File: config.mk
export PLATFORM = sky130hd
export DESIGN_NAME = hub_event_regs
export DESIGN_NICKNAME = d
export VERILOG_FILES = /design/src/hub_evt_pkg.sv /design/src/hub_event_regs.sv /design/src/port_monitor.sv
export SDC_FILE = /design/constraint.sdc
export NUM_CORES = 2
export LEC_CHECK = 0
export BUFFER_PORTS_ARGS = -buffer_cell sky130_fd_sc_hd__buf_2
export CELL_PAD_IN_SITES_DETAIL_PLACEMENT = 2
export CELL_PAD_IN_SITES_GLOBAL_PLACEMENT = 2
export CORE_MARGIN = 2
export CORE_UTILIZATION = 40
export DETAILED_ROUTE_END_ITERATION = 16
export PLACE_DENSITY = 0.92
export SLEW_MARGIN = 0
export SYNTH_ARGS = -nofsm -noshare
export SYNTH_HDL_FRONTEND = slang
export SYNTH_SLANG_ARGS = --single-unit
File: constraint.sdc
create_clock -name i_clk -period 6 [get_ports i_clk]
set_input_delay 0.6 -clock i_clk [delete_from_list [all_inputs] [get_ports i_clk]]
set_output_delay 0.6 -clock i_clk [all_outputs]
set_load 0.02 [all_outputs]
File: src/hub_evt_pkg.sv
// Purpose: Shared constants for the hub reset and port event registers.
// Assumes: 40 MHz core clock, eight repeater ports, 8-bit register index.
// Notes: Times are kept in their own units; cycle counts derive from them.
//
// Summary of operation
// - Writing one to core reset bit 0 clears repeater core only.
// - Writing one to chip reset bit 0 acts like a hardware reset.
// - Status register 146 holds each event bit until cleared.
// - Mask register 147: bit one masks, bits 5..0 match status, reset 0.
// - 100 Mbps jabber after 57,500 bit times active; ends when all idle.
// - 10 Mbps transmit jabber after 40,000-75,000 bits forces min idle gap.
// - Status bit 5 is set while any port is jabbering.
// - At 100 Mbps, third successive false carrier isolates port, sets bit 4.
// - A frame not starting with the /J/K pair is a false carrier.
// - At 100 Mbps, over 60 consecutive collisions partitions, sets bit 3.
// - At 10 Mbps, over 31 consecutive collisions partitions the port.
// - Partitioned port is monitored and sent to, but not repeated.
// - Status bit 2 is set on excessive false carrier count.
// - Status bit 1 is set when a port source address changes.
// - Status bit 0 is set when any port changes link speed.
// - Clear mode one: write one clears; zero: read clears status.
// - Bits 31..6 of status and mask are reserved and read zero.
package hub_evt_pkg;

    // ==========================================================
    // Sizes
    localparam int unsigned PORTS = 8;
    localparam int unsigned ADDR_W = 8;
    localparam int unsigned DATA_W = 32;
    localparam int unsigned EVT_W = 6;
    localparam int unsigned SA_W = 48;
    localparam int unsigned CNT_W = 18;
    localparam int unsigned IFG_W = 9;
    localparam int unsigned COL_W = 6;

    // ==========================================================
    // Register indices
    localparam logic [7:0] STATUS_ADDR = 8'h92;
    localparam logic [7:0] MASK_ADDR = 8'h93;
    localparam logic [7:0] CORE_RST_ADDR = 8'h9A;
    localparam logic [7:0] CHIP_RST_ADDR = 8'h9B;
    localparam logic [5:0] STATUS_RESET = 6'h00;
    localparam logic [5:0] MASK_RESET = 6'h00;

    // ==========================================================
    // Field positions
    localparam int unsigned RESET_BIT = 0;
    localparam int unsigned JABBER_BIT = 5;
    localparam int unsigned ISOLATE_BIT = 4;
    localparam int unsigned PARTITION_BIT = 3;
    localparam int unsigned FALSE_CARRIER_BIT = 2;
    localparam int unsigned SRC_ADDR_BIT = 1;
    localparam int unsigned SPEED_BIT = 0;

    // ==========================================================
    // Timing
    localparam int unsigned CLK_NS = 25;
    localparam int unsigned BIT_NS_100 = 10;
    localparam int unsigned BIT_NS_10 = 100;
    localparam int unsigned JAB100_BITS = 57500;
    localparam int unsigned JAB10_BITS = 40000;
    localparam int unsigned IFG_BITS = 96;
    localparam int unsigned JAB100_CYC =
        (JAB100_BITS * BIT_NS_100 + CLK_NS - 1) / CLK_NS;
    localparam int unsigned JAB10_CYC =
        (JAB10_BITS * BIT_NS_10 + CLK_NS - 1) / CLK_NS;
    localparam logic [8:0] IFG_CYC =
        9'((IFG_BITS * BIT_NS_10 + CLK_NS - 1) / CLK_NS);

    // ==========================================================
    // Event limits
    localparam logic [1:0] ISO_FC_LIMIT = 2'h2;
    localparam logic [5:0] PART_LIM_100 = 6'h3C;
    localparam logic [5:0] PART_LIM_10 = 6'h1F;

endpackage

File: src/hub_event_regs.sv
// Purpose: Reset controls, held event status, mask and pending output.
// Assumes: Register port and port signals are on the i_clk domain.
// Notes: A read or write is answered by o_reg_ack one cycle later.
`timescale 1ns/1ps
`default_nettype none
module hub_event_regs #(
    parameter int unsigned JAB100_LIM = hub_evt_pkg::JAB100_CYC,
    parameter int unsigned JAB10_LIM = hub_evt_pkg::JAB10_CYC
) (
    input wire logic i_clk,
    input wire logic i_resetn,
    input wire logic i_reg_rd,
    input wire logic i_reg_wr,
    input wire logic [hub_evt_pkg::ADDR_W-1:0] i_reg_addr,
    input wire logic [hub_evt_pkg::DATA_W-1:0] i_reg_wdata,
    input wire logic i_reg_clear_mode,
    input wire logic [hub_evt_pkg::PORTS-1:0] i_speed_100,
    input wire logic [hub_evt_pkg::PORTS-1:0] i_rx_active,
    input wire logic [hub_evt_pkg::PORTS-1:0] i_tx_active,
    input wire logic [hub_evt_pkg::PORTS-1:0] i_frame_start,
    input wire logic [hub_evt_pkg::PORTS-1:0] i_jk_ok,
    input wire logic [hub_evt_pkg::PORTS-1:0] i_col_frame,
    input wire logic [hub_evt_pkg::PORTS-1:0] i_clean_frame,
    input wire logic [hub_evt_pkg::PORTS-1:0] i_fcc_excess,
    input wire logic [hub_evt_pkg::PORTS-1:0] i_sa_valid,
    input wire logic [hub_evt_pkg::PORTS*hub_evt_pkg::SA_W-1:0] i_src_addr,
    output logic [hub_evt_pkg::DATA_W-1:0] o_reg_rdata,
    output logic o_reg_ack,
    output logic o_event_pending,
    output logic o_core_reset,
    output logic o_chip_reset,
    output logic o_jabber,
    output logic [hub_evt_pkg::PORTS-1:0] o_tx_inhibit,
    output logic [hub_evt_pkg::PORTS-1:0] o_port_isolated,
    output logic [hub_evt_pkg::PORTS-1:0] o_port_partitioned,
    output logic [hub_evt_pkg::PORTS-1:0] o_rx_repeat_en
);
    import hub_evt_pkg::*;

    // ==========================================================
    // State

    typedef struct packed {
        logic [EVT_W-1:0] status;
        logic [EVT_W-1:0] mask;
        logic jab100;
        logic [DATA_W-1:0] rdata;
        logic ack;
        logic pending;
        logic core_rst;
        logic chip_rst;
        logic jabber;
        logic [PORTS-1:0] repeat_en;
    } regs_st_t;

    regs_st_t st_ff;
    regs_st_t nxt_st;

    // Per-port monitor results.
    logic [PORTS-1:0] rx_over;
    logic [PORTS-1:0] jab10;
    logic [PORTS-1:0] isolate;
    logic [PORTS-1:0] partition;
    logic [PORTS-1:0] iso_ev;
    logic [PORTS-1:0] part_ev;
    logic [PORTS-1:0] sa_ev;
    logic [PORTS-1:0] spd_ev;

    // Combined events and clear masks.
    logic [EVT_W-1:0] evt_set;
    logic [EVT_W-1:0] evt_clr;
    logic jab_cond;

    // ==========================================================
    // Port monitors

    // One monitor per repeater port.
    genvar gp;
    generate
        for (gp = 0; gp < PORTS; gp = gp + 1) begin : g_port
            port_monitor #(
                .JAB100_LIM(JAB100_LIM),
                .JAB10_LIM(JAB10_LIM)
            ) i_port_monitor (
                .i_clk(i_clk),
                .i_resetn(i_resetn),
                .i_core_clear(st_ff.core_rst),
                .i_chip_clear(st_ff.chip_rst),
                .i_speed_100(i_speed_100[gp]),
                .i_rx_active(i_rx_active[gp]),
                .i_tx_active(i_tx_active[gp]),
                .i_frame_start(i_frame_start[gp]),
                .i_jk_ok(i_jk_ok[gp]),
                .i_col_frame(i_col_frame[gp]),
                .i_clean_frame(i_clean_frame[gp]),
                .i_sa_valid(i_sa_valid[gp]),
                .i_src_addr(i_src_addr[gp*SA_W +: SA_W]),
                .o_rx_over(rx_over[gp]),
                .o_jab10(jab10[gp]),
                .o_isolate(isolate[gp]),
                .o_partition(partition[gp]),
                .o_iso_ev(iso_ev[gp]),
                .o_part_ev(part_ev[gp]),
                .o_sa_ev(sa_ev[gp]),
                .o_spd_ev(spd_ev[gp])
            );
        end
    endgenerate

    // ==========================================================
    // Event gathering

    // Jabber is a level: held by the receive state or any transmitter.
    assign jab_cond = st_ff.jab100 | (|jab10);

    // Each status bit is fed by the OR of its port events.
    always_comb begin
        evt_set = '0;
        evt_set[JABBER_BIT] = jab_cond;
        evt_set[ISOLATE_BIT] = |iso_ev;
        evt_set[PARTITION_BIT] = |part_ev;
        evt_set[FALSE_CARRIER_BIT] = |i_fcc_excess;
        evt_set[SRC_ADDR_BIT] = |sa_ev;
        evt_set[SPEED_BIT] = |spd_ev;
    end

    // ==========================================================
    // Register access and next state

    // Decodes reads and writes, applies clears, then sets.
    always_comb begin
        nxt_st = st_ff;
        nxt_st.ack = 1'b0;
        nxt_st.rdata = '0;
        nxt_st.core_rst = 1'b0;
        nxt_st.chip_rst = 1'b0;
        evt_clr = '0;
        if (st_ff.chip_rst) begin
            // Software reset returns everything to its reset value.
            nxt_st = '0;
            nxt_st.status = STATUS_RESET;
            nxt_st.mask = MASK_RESET;
        end else begin
            // Register reads; reserved bits read as zero.
            if (i_reg_rd) begin
                nxt_st.ack = 1'b1;
                case (i_reg_addr)
                    STATUS_ADDR: begin
                        nxt_st.rdata = {{(DATA_W - EVT_W){1'b0}},
                            st_ff.status};
                        if (!i_reg_clear_mode) begin
                            evt_clr = st_ff.status;
                        end
                    end
                    MASK_ADDR: begin
                        nxt_st.rdata = {{(DATA_W - EVT_W){1'b0}},
                            st_ff.mask};
                    end
                    default: begin
                        nxt_st.rdata = '0;
                    end
                endcase
            end
            // Register writes; reset bits act once and read as zero.
            if (i_reg_wr) begin
                nxt_st.ack = 1'b1;
                case (i_reg_addr)
                    STATUS_ADDR: begin
                        if (i_reg_clear_mode) begin
                            evt_clr = evt_clr |
                                i_reg_wdata[EVT_W-1:0];
                        end
                    end
                    MASK_ADDR: begin
                        nxt_st.mask = i_reg_wdata[EVT_W-1:0];
                    end
                    CORE_RST_ADDR: begin
                        nxt_st.core_rst = i_reg_wdata[RESET_BIT];
                    end
                    CHIP_RST_ADDR: begin
                        nxt_st.chip_rst = i_reg_wdata[RESET_BIT];
                    end
                    default: begin
                        nxt_st.mask = st_ff.mask;
                    end
                endcase
            end
            // Held status: a set in the clearing cycle survives.
            nxt_st.status = (st_ff.status & ~evt_clr) | evt_set;
            // Receive jabber holds until every receiver is idle.
            if (|rx_over) begin
                nxt_st.jab100 = 1'b1;
            end else if (~|i_rx_active) begin
                nxt_st.jab100 = 1'b0;
            end
            // Core reset also drops the shared receive jabber.
            if (st_ff.core_rst) begin
                nxt_st.jab100 = 1'b0;
            end
            nxt_st.jabber = jab_cond;
            // Partitioned or isolated ports are not repeated.
            nxt_st.repeat_en = ~(partition | isolate);
            // Pending follows the status and mask being loaded.
            nxt_st.pending = |(nxt_st.status & ~nxt_st.mask);
        end
    end

    // State register.
    always_ff @(posedge i_clk or negedge i_resetn) begin
        if (!i_resetn) begin
            st_ff <= '0;
        end else begin
            st_ff <= nxt_st;
        end
    end

    // ==========================================================
    // Outputs

    // All outputs come from flip-flops here or in the monitors.
    assign o_reg_rdata = st_ff.rdata;
    assign o_reg_ack = st_ff.ack;
    assign o_event_pending = st_ff.pending;
    assign o_core_reset = st_ff.core_rst;
    assign o_chip_reset = st_ff.chip_rst;
    assign o_jabber = st_ff.jabber;
    assign o_tx_inhibit = jab10;
    assign o_port_isolated = isolate;
    assign o_port_partitioned = partition;
    assign o_rx_repeat_en = st_ff.repeat_en;
endmodule
`default_nettype wire

File: src/port_monitor.sv
// Purpose: Per-port jabber, isolation, partition, speed and address watch.
// Assumes: Inputs come from port logic and, for the clears, the register block, on the same clock.
// Notes: Core clear spares the last source address and speed history.
`timescale 1ns/1ps
`default_nettype none
module port_monitor #(
    parameter int unsigned JAB100_LIM = hub_evt_pkg::JAB100_CYC,
    parameter int unsigned JAB10_LIM = hub_evt_pkg::JAB10_CYC
) (
    input wire logic i_clk,
    input wire logic i_resetn,
    input wire logic i_core_clear,
    input wire logic i_chip_clear,
    input wire logic i_speed_100,
    input wire logic i_rx_active,
    input wire logic i_tx_active,
    input wire logic i_frame_start,
    input wire logic i_jk_ok,
    input wire logic i_col_frame,
    input wire logic i_clean_frame,
    input wire logic i_sa_valid,
    input wire logic [hub_evt_pkg::SA_W-1:0] i_src_addr,
    output logic o_rx_over,
    output logic o_jab10,
    output logic o_isolate,
    output logic o_partition,
    output logic o_iso_ev,
    output logic o_part_ev,
    output logic o_sa_ev,
    output logic o_spd_ev
);
    import hub_evt_pkg::*;

    typedef struct packed {
        logic [CNT_W-1:0] rx_cnt;
        logic rx_over;
        logic [CNT_W-1:0] tx_cnt;
        logic jab10;
        logic [IFG_W-1:0] gap_cnt;
        logic [1:0] fc_cnt;
        logic isolate;
        logic [COL_W-1:0] col_cnt;
        logic partition;
        logic spd_prev;
        logic spd_seen;
        logic [SA_W-1:0] last_sa;
        logic sa_seen;
        logic iso_ev;
        logic part_ev;
        logic sa_ev;
        logic spd_ev;
    } mon_st_t;

    localparam logic [CNT_W-1:0] RX_LIM = CNT_W'(JAB100_LIM);
    localparam logic [CNT_W-1:0] TX_LIM = CNT_W'(JAB10_LIM);

    mon_st_t st_ff;
    mon_st_t nxt_st;
    logic [COL_W-1:0] col_lim;

    // Next-state logic for one port.
    always_comb begin
        nxt_st = st_ff;
        nxt_st.iso_ev = 1'b0;
        nxt_st.part_ev = 1'b0;
        nxt_st.sa_ev = 1'b0;
        nxt_st.spd_ev = 1'b0;
        col_lim = i_speed_100 ? PART_LIM_100 : PART_LIM_10;
        if (i_chip_clear) begin
            nxt_st = '0;
        end else begin
            // Receive jabber watch at 100 Mbps.
            if (i_speed_100 && i_rx_active) begin
                if (st_ff.rx_cnt >= RX_LIM) begin
                    nxt_st.rx_over = 1'b1;
                end else begin
                    nxt_st.rx_cnt = st_ff.rx_cnt + 1'b1;
                end
            end else begin
                nxt_st.rx_cnt = '0;
                nxt_st.rx_over = 1'b0;
            end
            // Transmit jabber at 10 Mbps, then a forced idle gap.
            if (st_ff.jab10) begin
                if (i_tx_active) begin
                    nxt_st.gap_cnt = '0;
                end else if (st_ff.gap_cnt >= IFG_CYC - 1'b1) begin
                    nxt_st.jab10 = 1'b0;
                    nxt_st.tx_cnt = '0;
                end else begin
                    nxt_st.gap_cnt = st_ff.gap_cnt + 1'b1;
                end
            end else if (!i_speed_100 && i_tx_active) begin
                if (st_ff.tx_cnt >= TX_LIM) begin
                    nxt_st.jab10 = 1'b1;
                    nxt_st.gap_cnt = '0;
                end else begin
                    nxt_st.tx_cnt = st_ff.tx_cnt + 1'b1;
                end
            end else begin
                nxt_st.tx_cnt = '0;
            end
            // Successive false carriers isolate the port.
            if (i_frame_start) begin
                if (i_jk_ok) begin
                    nxt_st.fc_cnt = '0;
                    nxt_st.isolate = 1'b0;
                end else if (i_speed_100) begin
                    if (st_ff.fc_cnt == ISO_FC_LIMIT) begin
                        nxt_st.isolate = 1'b1;
                        nxt_st.iso_ev = !st_ff.isolate;
                    end else begin
                        nxt_st.fc_cnt = st_ff.fc_cnt + 1'b1;
                    end
                end
            end
            // Consecutive collisions partition the port.
            if (i_col_frame) begin
                if (st_ff.col_cnt >= col_lim) begin
                    nxt_st.partition = 1'b1;
                    nxt_st.part_ev = !st_ff.partition;
                end else begin
                    nxt_st.col_cnt = st_ff.col_cnt + 1'b1;
                end
            end else if (i_clean_frame) begin
                nxt_st.col_cnt = '0;
                nxt_st.partition = 1'b0;
            end
            // Speed history.
            nxt_st.spd_seen = 1'b1;
            nxt_st.spd_prev = i_speed_100;
            if (st_ff.spd_seen && st_ff.spd_prev != i_speed_100) begin
                nxt_st.spd_ev = 1'b1;
            end
            // Source address tracking.
            if (i_sa_valid) begin
                nxt_st.sa_ev = st_ff.sa_seen &&
                    (st_ff.last_sa != i_src_addr);
                nxt_st.last_sa = i_src_addr;
                nxt_st.sa_seen = 1'b1;
            end
            // Core clear drops repeater state only.
            if (i_core_clear) begin
                nxt_st.rx_cnt = '0;
                nxt_st.rx_over = 1'b0;
                nxt_st.tx_cnt = '0;
                nxt_st.jab10 = 1'b0;
                nxt_st.gap_cnt = '0;
                nxt_st.fc_cnt = '0;
                nxt_st.isolate = 1'b0;
                nxt_st.col_cnt = '0;
                nxt_st.partition = 1'b0;
                nxt_st.iso_ev = 1'b0;
                nxt_st.part_ev = 1'b0;
            end
        end
    end

    // State register.
    always_ff @(posedge i_clk or negedge i_resetn) begin
        if (!i_resetn) begin
            st_ff <= '0;
        end else begin
            st_ff <= nxt_st;
        end
    end

    // Outputs straight from the state register.
    assign o_rx_over = st_ff.rx_over;
    assign o_jab10 = st_ff.jab10;
    assign o_isolate = st_ff.isolate;
    assign o_partition = st_ff.partition;
    assign o_iso_ev = st_ff.iso_ev;
    assign o_part_ev = st_ff.part_ev;
    assign o_sa_ev = st_ff.sa_ev;
    assign o_spd_ev = st_ff.spd_ev;
endmodule
`default_nettype wire

---- After elaboration in Yosys (flattened, before gate mapping) ----
Index checks and enable logic that the tools add are counted.
word-level totals
  bits in registers ....................... 954
  output and inout bits ................... 69
  input bits .............................. 501
operators by class
  multiplexer cells ....................... 293
  eq/ne operators ......................... 101
  add/subtract/negate cells ............... 40
  magnitude comparators ................... 32
  bitwise logic cells ..................... 9
  reduce and logical (&&, ||, !) cells .... 169
operators with widths
  kind                                                   number
  two-way mux 112 bit                                    8
  two-way mux 19 bit                                     24
  two-way mux 57 bit                                     8
  two-way mux 18 bit                                     24
  two-way mux 49 bit                                     8
  != test 48 bit                                         8
  adder 18 x 1 -> 18 bit, second input constant          16
  two-way mux 28 bit                                     8
  != test 4 bit, second input constant                   49
  two-way mux 6 bit                                      27
  two-way mux 10 bit                                     16
  nonzero test 4 bit                                     40
  >= comparator 18 x 15 -> 1 bit, second input constant  8
  >= comparator 18 bit, second input constant            8
  two-way mux 9 bit                                      16
  two-way mux 7 bit                                      17
  AND reduction 3 bit                                    32
  two-way mux 1 bit                                      94
  adder 9 x 1 -> 9 bit, second input constant            8
  >= comparator 9 bit, second input constant             8
  two-way mux 3 bit                                      24
  OR reduction 8 bit                                     8
  two-way mux 58 bit                                     1
  adder 6 x 1 -> 6 bit, second input constant            8
  22 further kinds                                       176

---- Logic depth before layout (Yosys ltp) ----
  depth after elaboration ................. 15
  gate-level depth with buffers ........... 9
  gate-level depth less buffers ........... 8

---- By module ----
Synthesis repeated with hierarchy kept, for this count alone.
unflattened totals
  cells, all modules ...................... 4,901
  area total of the unflattened synthesis .. 49,008.3 um^2
modules (own cells, without submodules)
  module                                       area each (um^2)  seq. area each (um^2)  instances  cells an instance
  port_monitor (g_port[0].i_port_monitor ...)  5,914.4           2,802.7                7          589
  port_monitor (g_port[7].i_port_monitor)      5,865.6           2,802.7                1          597
  hub_event_regs                               1,741.7           800.8                  1          181

---- Least setup slack after synthesis ----
No wires, ideal clock.
  path kind ............................... input-to-reg
  start ................................... input i_speed_100[2] (netlist name)
  end ..................................... register g_port[2].i_port_monitor.st_ff[57] (netlist name)
  required time ........................... 5.868 ns
  arrival time ............................ 2.293 ns
  setup slack ............................. 3.576 ns
  cell stages on the path ................. 9
  cell sequence ........................... clkbuf_1 inv_1 ha_1 nand2b_1 a21oi_1 o21bai_1 mux2_2 a21oi_1 nor2_1
between the ends
  cells in the longest elaborated chain, start to end .. 4
RTL lines
  what                           line                  RTL
  start: declaration             hub_event_regs.sv:17  input wire logic [hub_evt_pkg::PORTS-1:0] i_speed_100,
  two-way mux 6 bit              port_monitor.sv:68    col_lim = i_speed_100 ? PART_LIM_100 : PART_LIM_10;
  >= comparator 6 bit            port_monitor.sv:119   if (st_ff.col_cnt >= col_lim) begin
  != test 4 bit (no line)        n/a
  AND reduction 2 bit (no line)  n/a
  end signal: assignment         port_monitor.sv:164   st_ff <= nxt_st;
  end: declaration               port_monitor.sv:57    mon_st_t st_ff;
Every way passes these cells.
A chain may end at the register's enable or synchronous reset.

---- Worst setup path after layout ----
  start ................................... register st_ff (netlist bit o_chip_reset)
  end ..................................... register g_port[0].i_port_monitor.st_ff[85] (netlist name)
between the ends
  cells in the longest elaborated chain, start to end .. 2
  elaborated cells between the ends (all ways) .. 5
  those cells by class .................... eq/ne: 3; mux: 1; reduce/logical: 1
RTL lines
  what                                                                      line                   RTL
  start: declaration                                                        hub_event_regs.sv:56   regs_st_t st_ff;
  start signal: assignment                                                  hub_event_regs.sv:213  st_ff <= nxt_st;
  != test 5 x 4 -> 1 bit (no line) / != test 4 bit (equally long branches)  n/a
  AND reduction 3 bit (no line)                                             n/a
  end signal: assignment                                                    port_monitor.sv:164
  end: declaration                                                          port_monitor.sv:57
Parallel ways exist; a longest one is shown, timed or not.

==> impl_results.md <==
* Pwr per Cell Area at 302 nW/um2
* Most frequent cells in the layout: dfrtp_1 (920), nor2_1 (700), buf_2 (516)
* Nets at 5859
* Leak at 25.3 nW
* Yosys reg bits at 921
* Layout area overhead at 17.1%
* Total number of vias at 43400
* Worst Path Max Fanout at 33
* Pre-antenna DRT Iters at 5
* Worst hold stages at 2
* Clock buffer depth at 3
* Synth Area per Inst at 9.80 um2
* DP Area at 51100 um2
* Final min period at 3.67 ns
* Root Buffer: clkbuf_16
* Biggest regs: g_port.i_port_monitor.st_ff (825), st_ff (13)
* Failing checks: capacitance limit
* CP max stage delay at 0.69 ns
* Initial antenna violation count at 144
* EDFF count, synth at 0
* Maximum vdd drop at 0.284 mV
* Fill count at 12200
* RSZ-0062 raised after global routing: no
* Setup TNS Final at 0 ns
* Mapped Cells at 4837
* Synth unique cells at 81
* Worst EP required at 6.62 ns
* All-Layer GR Usage at 34.0%
* FMAX at 272 MHz
* Post-synth ARST share at 100%
* Dpl hpwl at 127000 um
* Die width at 348 um
* Antenna-violating nets left at 0
* CTS buffer count at 110
* Critical path arrival at 4.29 ns
* H-tree depth at 3
* Largest net degree at the start of global routing at 158
* Hold Slack at 0.117 ns
* Crit-path slowest cell: or2_2
* Routability cong. at 0.837
* Ports at 570
* Slew @ Worst Pin at 1.48 ns
* Cells along the critical path: nor2_4 > buf_4 > nand3b_1 > or2_2 > o31ai_1
* Place WS at 2.52 ns
* Sw Pwr at 0.00506 W
* Final period utilization at 61.2%
* Routed len/inst at 32.3 um
* Comb power frac at 12.7%
* Critical Path Stages at 5
* Cts repair resizes at 0
* Final Util at 47.2%
* Worst Hold Class: in -> reg
* Clk slew on worst S/H paths at 0.07 ns
* Max reg flops at 825
* Layout cells sized above 1 at 14.5%
* Biggest register: g_port.i_port_monitor.st_ff
* Slew Viols, Final at 0
* Reg power frac at 42.0%
* Most used DFF post-synth: dfrtp_1
* Sink Count at 921
* Rel. slew slack at 0.541%
* Setup-failing EPs final at 0
* Grt total ovfl at 0
* CTS tree: built
* Synth warnings at 0
* Finished Cell Area at 55500 um2
* Starting DRT DRC Count at 3091
* Drt total wl at 229000 um
* Switching part of the total power at 30.2%
* Post-route DRC at 0
* Final Hold Fails at 0
* Initial core utilization at 40.3%
* Clk pwr share at 45.4%
* Commonest non-fill, non-tap cell in the layout: dfrtp_1
* Synthesized area at 47400 um2
* Worst Setup Start Kind: register
* Register area share after synthesis at 48.6%
* Maxcap violations at 1
* Worst-Skew Late Latency at 0.76 ns
* R2R cell count at 5
* Mean number of vias per cell at 6.13
* Delay-heaviest family, CP: simple AND/OR/NAND/NOR gates
* # rows at 126
* Final worst slack at 2.33 ns
* Internal power at 0.0117 W
* Die footprint at 121000 um2
* Die height at 348 um
* Clk_skew at 0.0526 ns
* Worst Setup End Kind: register
* Vias in the first global route at 48300
* Core area at 118000 um2
* Critical path type: reg -> reg
* Global-route wire length before repair at 316000 um
* I/O Buffers at 517
* Status: complete, but fails checks
* Critical path buffer and inverter count at 1
-- per-layer routing --
layer	GRT usage, %	share of wire (%)
met1	35.5	35
met2	59.2	48
met3	9.14	7.9
met4	24.0	9.1
met5	0	0.16
-- kinds of logic after synthesis --
group | Yosys count | share of synthesized area (%)
AND/OR/NAND/NOR | 1755 | 17.9
flip-flops | 921 | 48.6
AO/OA/AOI/OAI | 827 | 10.5
XOR/XNOR | 464 | 8.57
multiplexers | 410 | 8.68
buffers and inverters | 379 | 3.58
adder cells (fa/ha/maj) | 80 | 2.11
other | 1 | 0.00791
-- power by group through the flow --
stage / sequential (W) / clock, W / combinational (W)
2_1_floorplan: 0.00693 / 0 / 0.00106
3_3_place_gp: 0.00697 / 0 / 0.00159
3_5_place_dp: 0.00705 / 0 / 0.00180
4_1_cts: 0.00698 / 0.00762 / 0.00199
5_1_grt: 0.00704 / 0.00789 / 0.00223
6_report: 0.00703 / 0.00760 / 0.00212
-- synth_stat cells, types with 24 or more instances --
master | count | area share, %
a21oi_1 | 174 | 1.8
a31oi_1 | 68 | 0.90
and2_1 | 54 | 0.71
and3_1 | 82 | 1.1
buf_1 | 37 | 0.29
buf_4 | 65 | 1.0
clkbuf_1 | 128 | 1.0
dfrtp_1 | 921 | 49
ha_1 | 80 | 2.1
inv_1 | 131 | 1.0
mux2i_1 | 401 | 8.5
nand2_1 | 253 | 2.0
nand2b_1 | 60 | 0.79
nand3_1 | 131 | 1.4
nand4_1 | 74 | 0.98
nor2_1 | 701 | 5.6
nor2b_1 | 28 | 0.37
nor3_1 | 96 | 1.0
nor4_1 | 123 | 1.6
o211ai_1 | 41 | 0.65
o21ai_0 | 319 | 3.4
o31ai_1 | 83 | 1.3
or3_1 | 59 | 0.78
or4_1 | 24 | 0.38
xnor2_1 | 61 | 1.1
xor2_1 | 403 | 7.4
-- what timing repair did --
action | CTS | global route
hold endpoints to repair | 63 | 0
hold buffers | 1 | 0
buffers inserted | 0 | 0
-- worst paths after layout --
kind / start / end / slack [ns]
max in group asynchronous: i_resetn / o_chip_reset / 4.09
min in group asynchronous: i_resetn / g_port[6].i_port_monitor.st_ff[70] / 0.47
max reg2reg: o_chip_reset / g_port[0].i_port_monitor.st_ff[85] / 2.33
min reg2reg: g_port[7].i_port_monitor.st_ff[81] / g_port[7].i_port_monitor.st_ff[81] / 0.49
max: o_chip_reset / g_port[0].i_port_monitor.st_ff[85] / 2.33
min: i_jk_ok[4] / g_port[4].i_port_monitor.o_isolate / 0.12
-- final cells by class --
cell class	count	area, um2	share of cell area [%]
flip-flops and latches	921	23100	41.5
multi-input cells	3562	22800	41.0
clock buffers	167	3350	6.03
repair buffers	549	2900	5.23
well taps	1536	1920	3.46
clock inverters	41	619	1.12
inverters	134	503	0.906
diodes	167	418	0.753
-- metrics by stage --
stage,power [W],instances
6_report,0.0167,7077
5_1_grt,0.0172,7051
3_5_place_dp,0.00885,6701
2_1_floorplan,0.00799,4862
3_3_place_gp,0.00856,6701
4_1_cts,0.0166,6910
No activity file was read; power rests on OpenSTA's default activity.
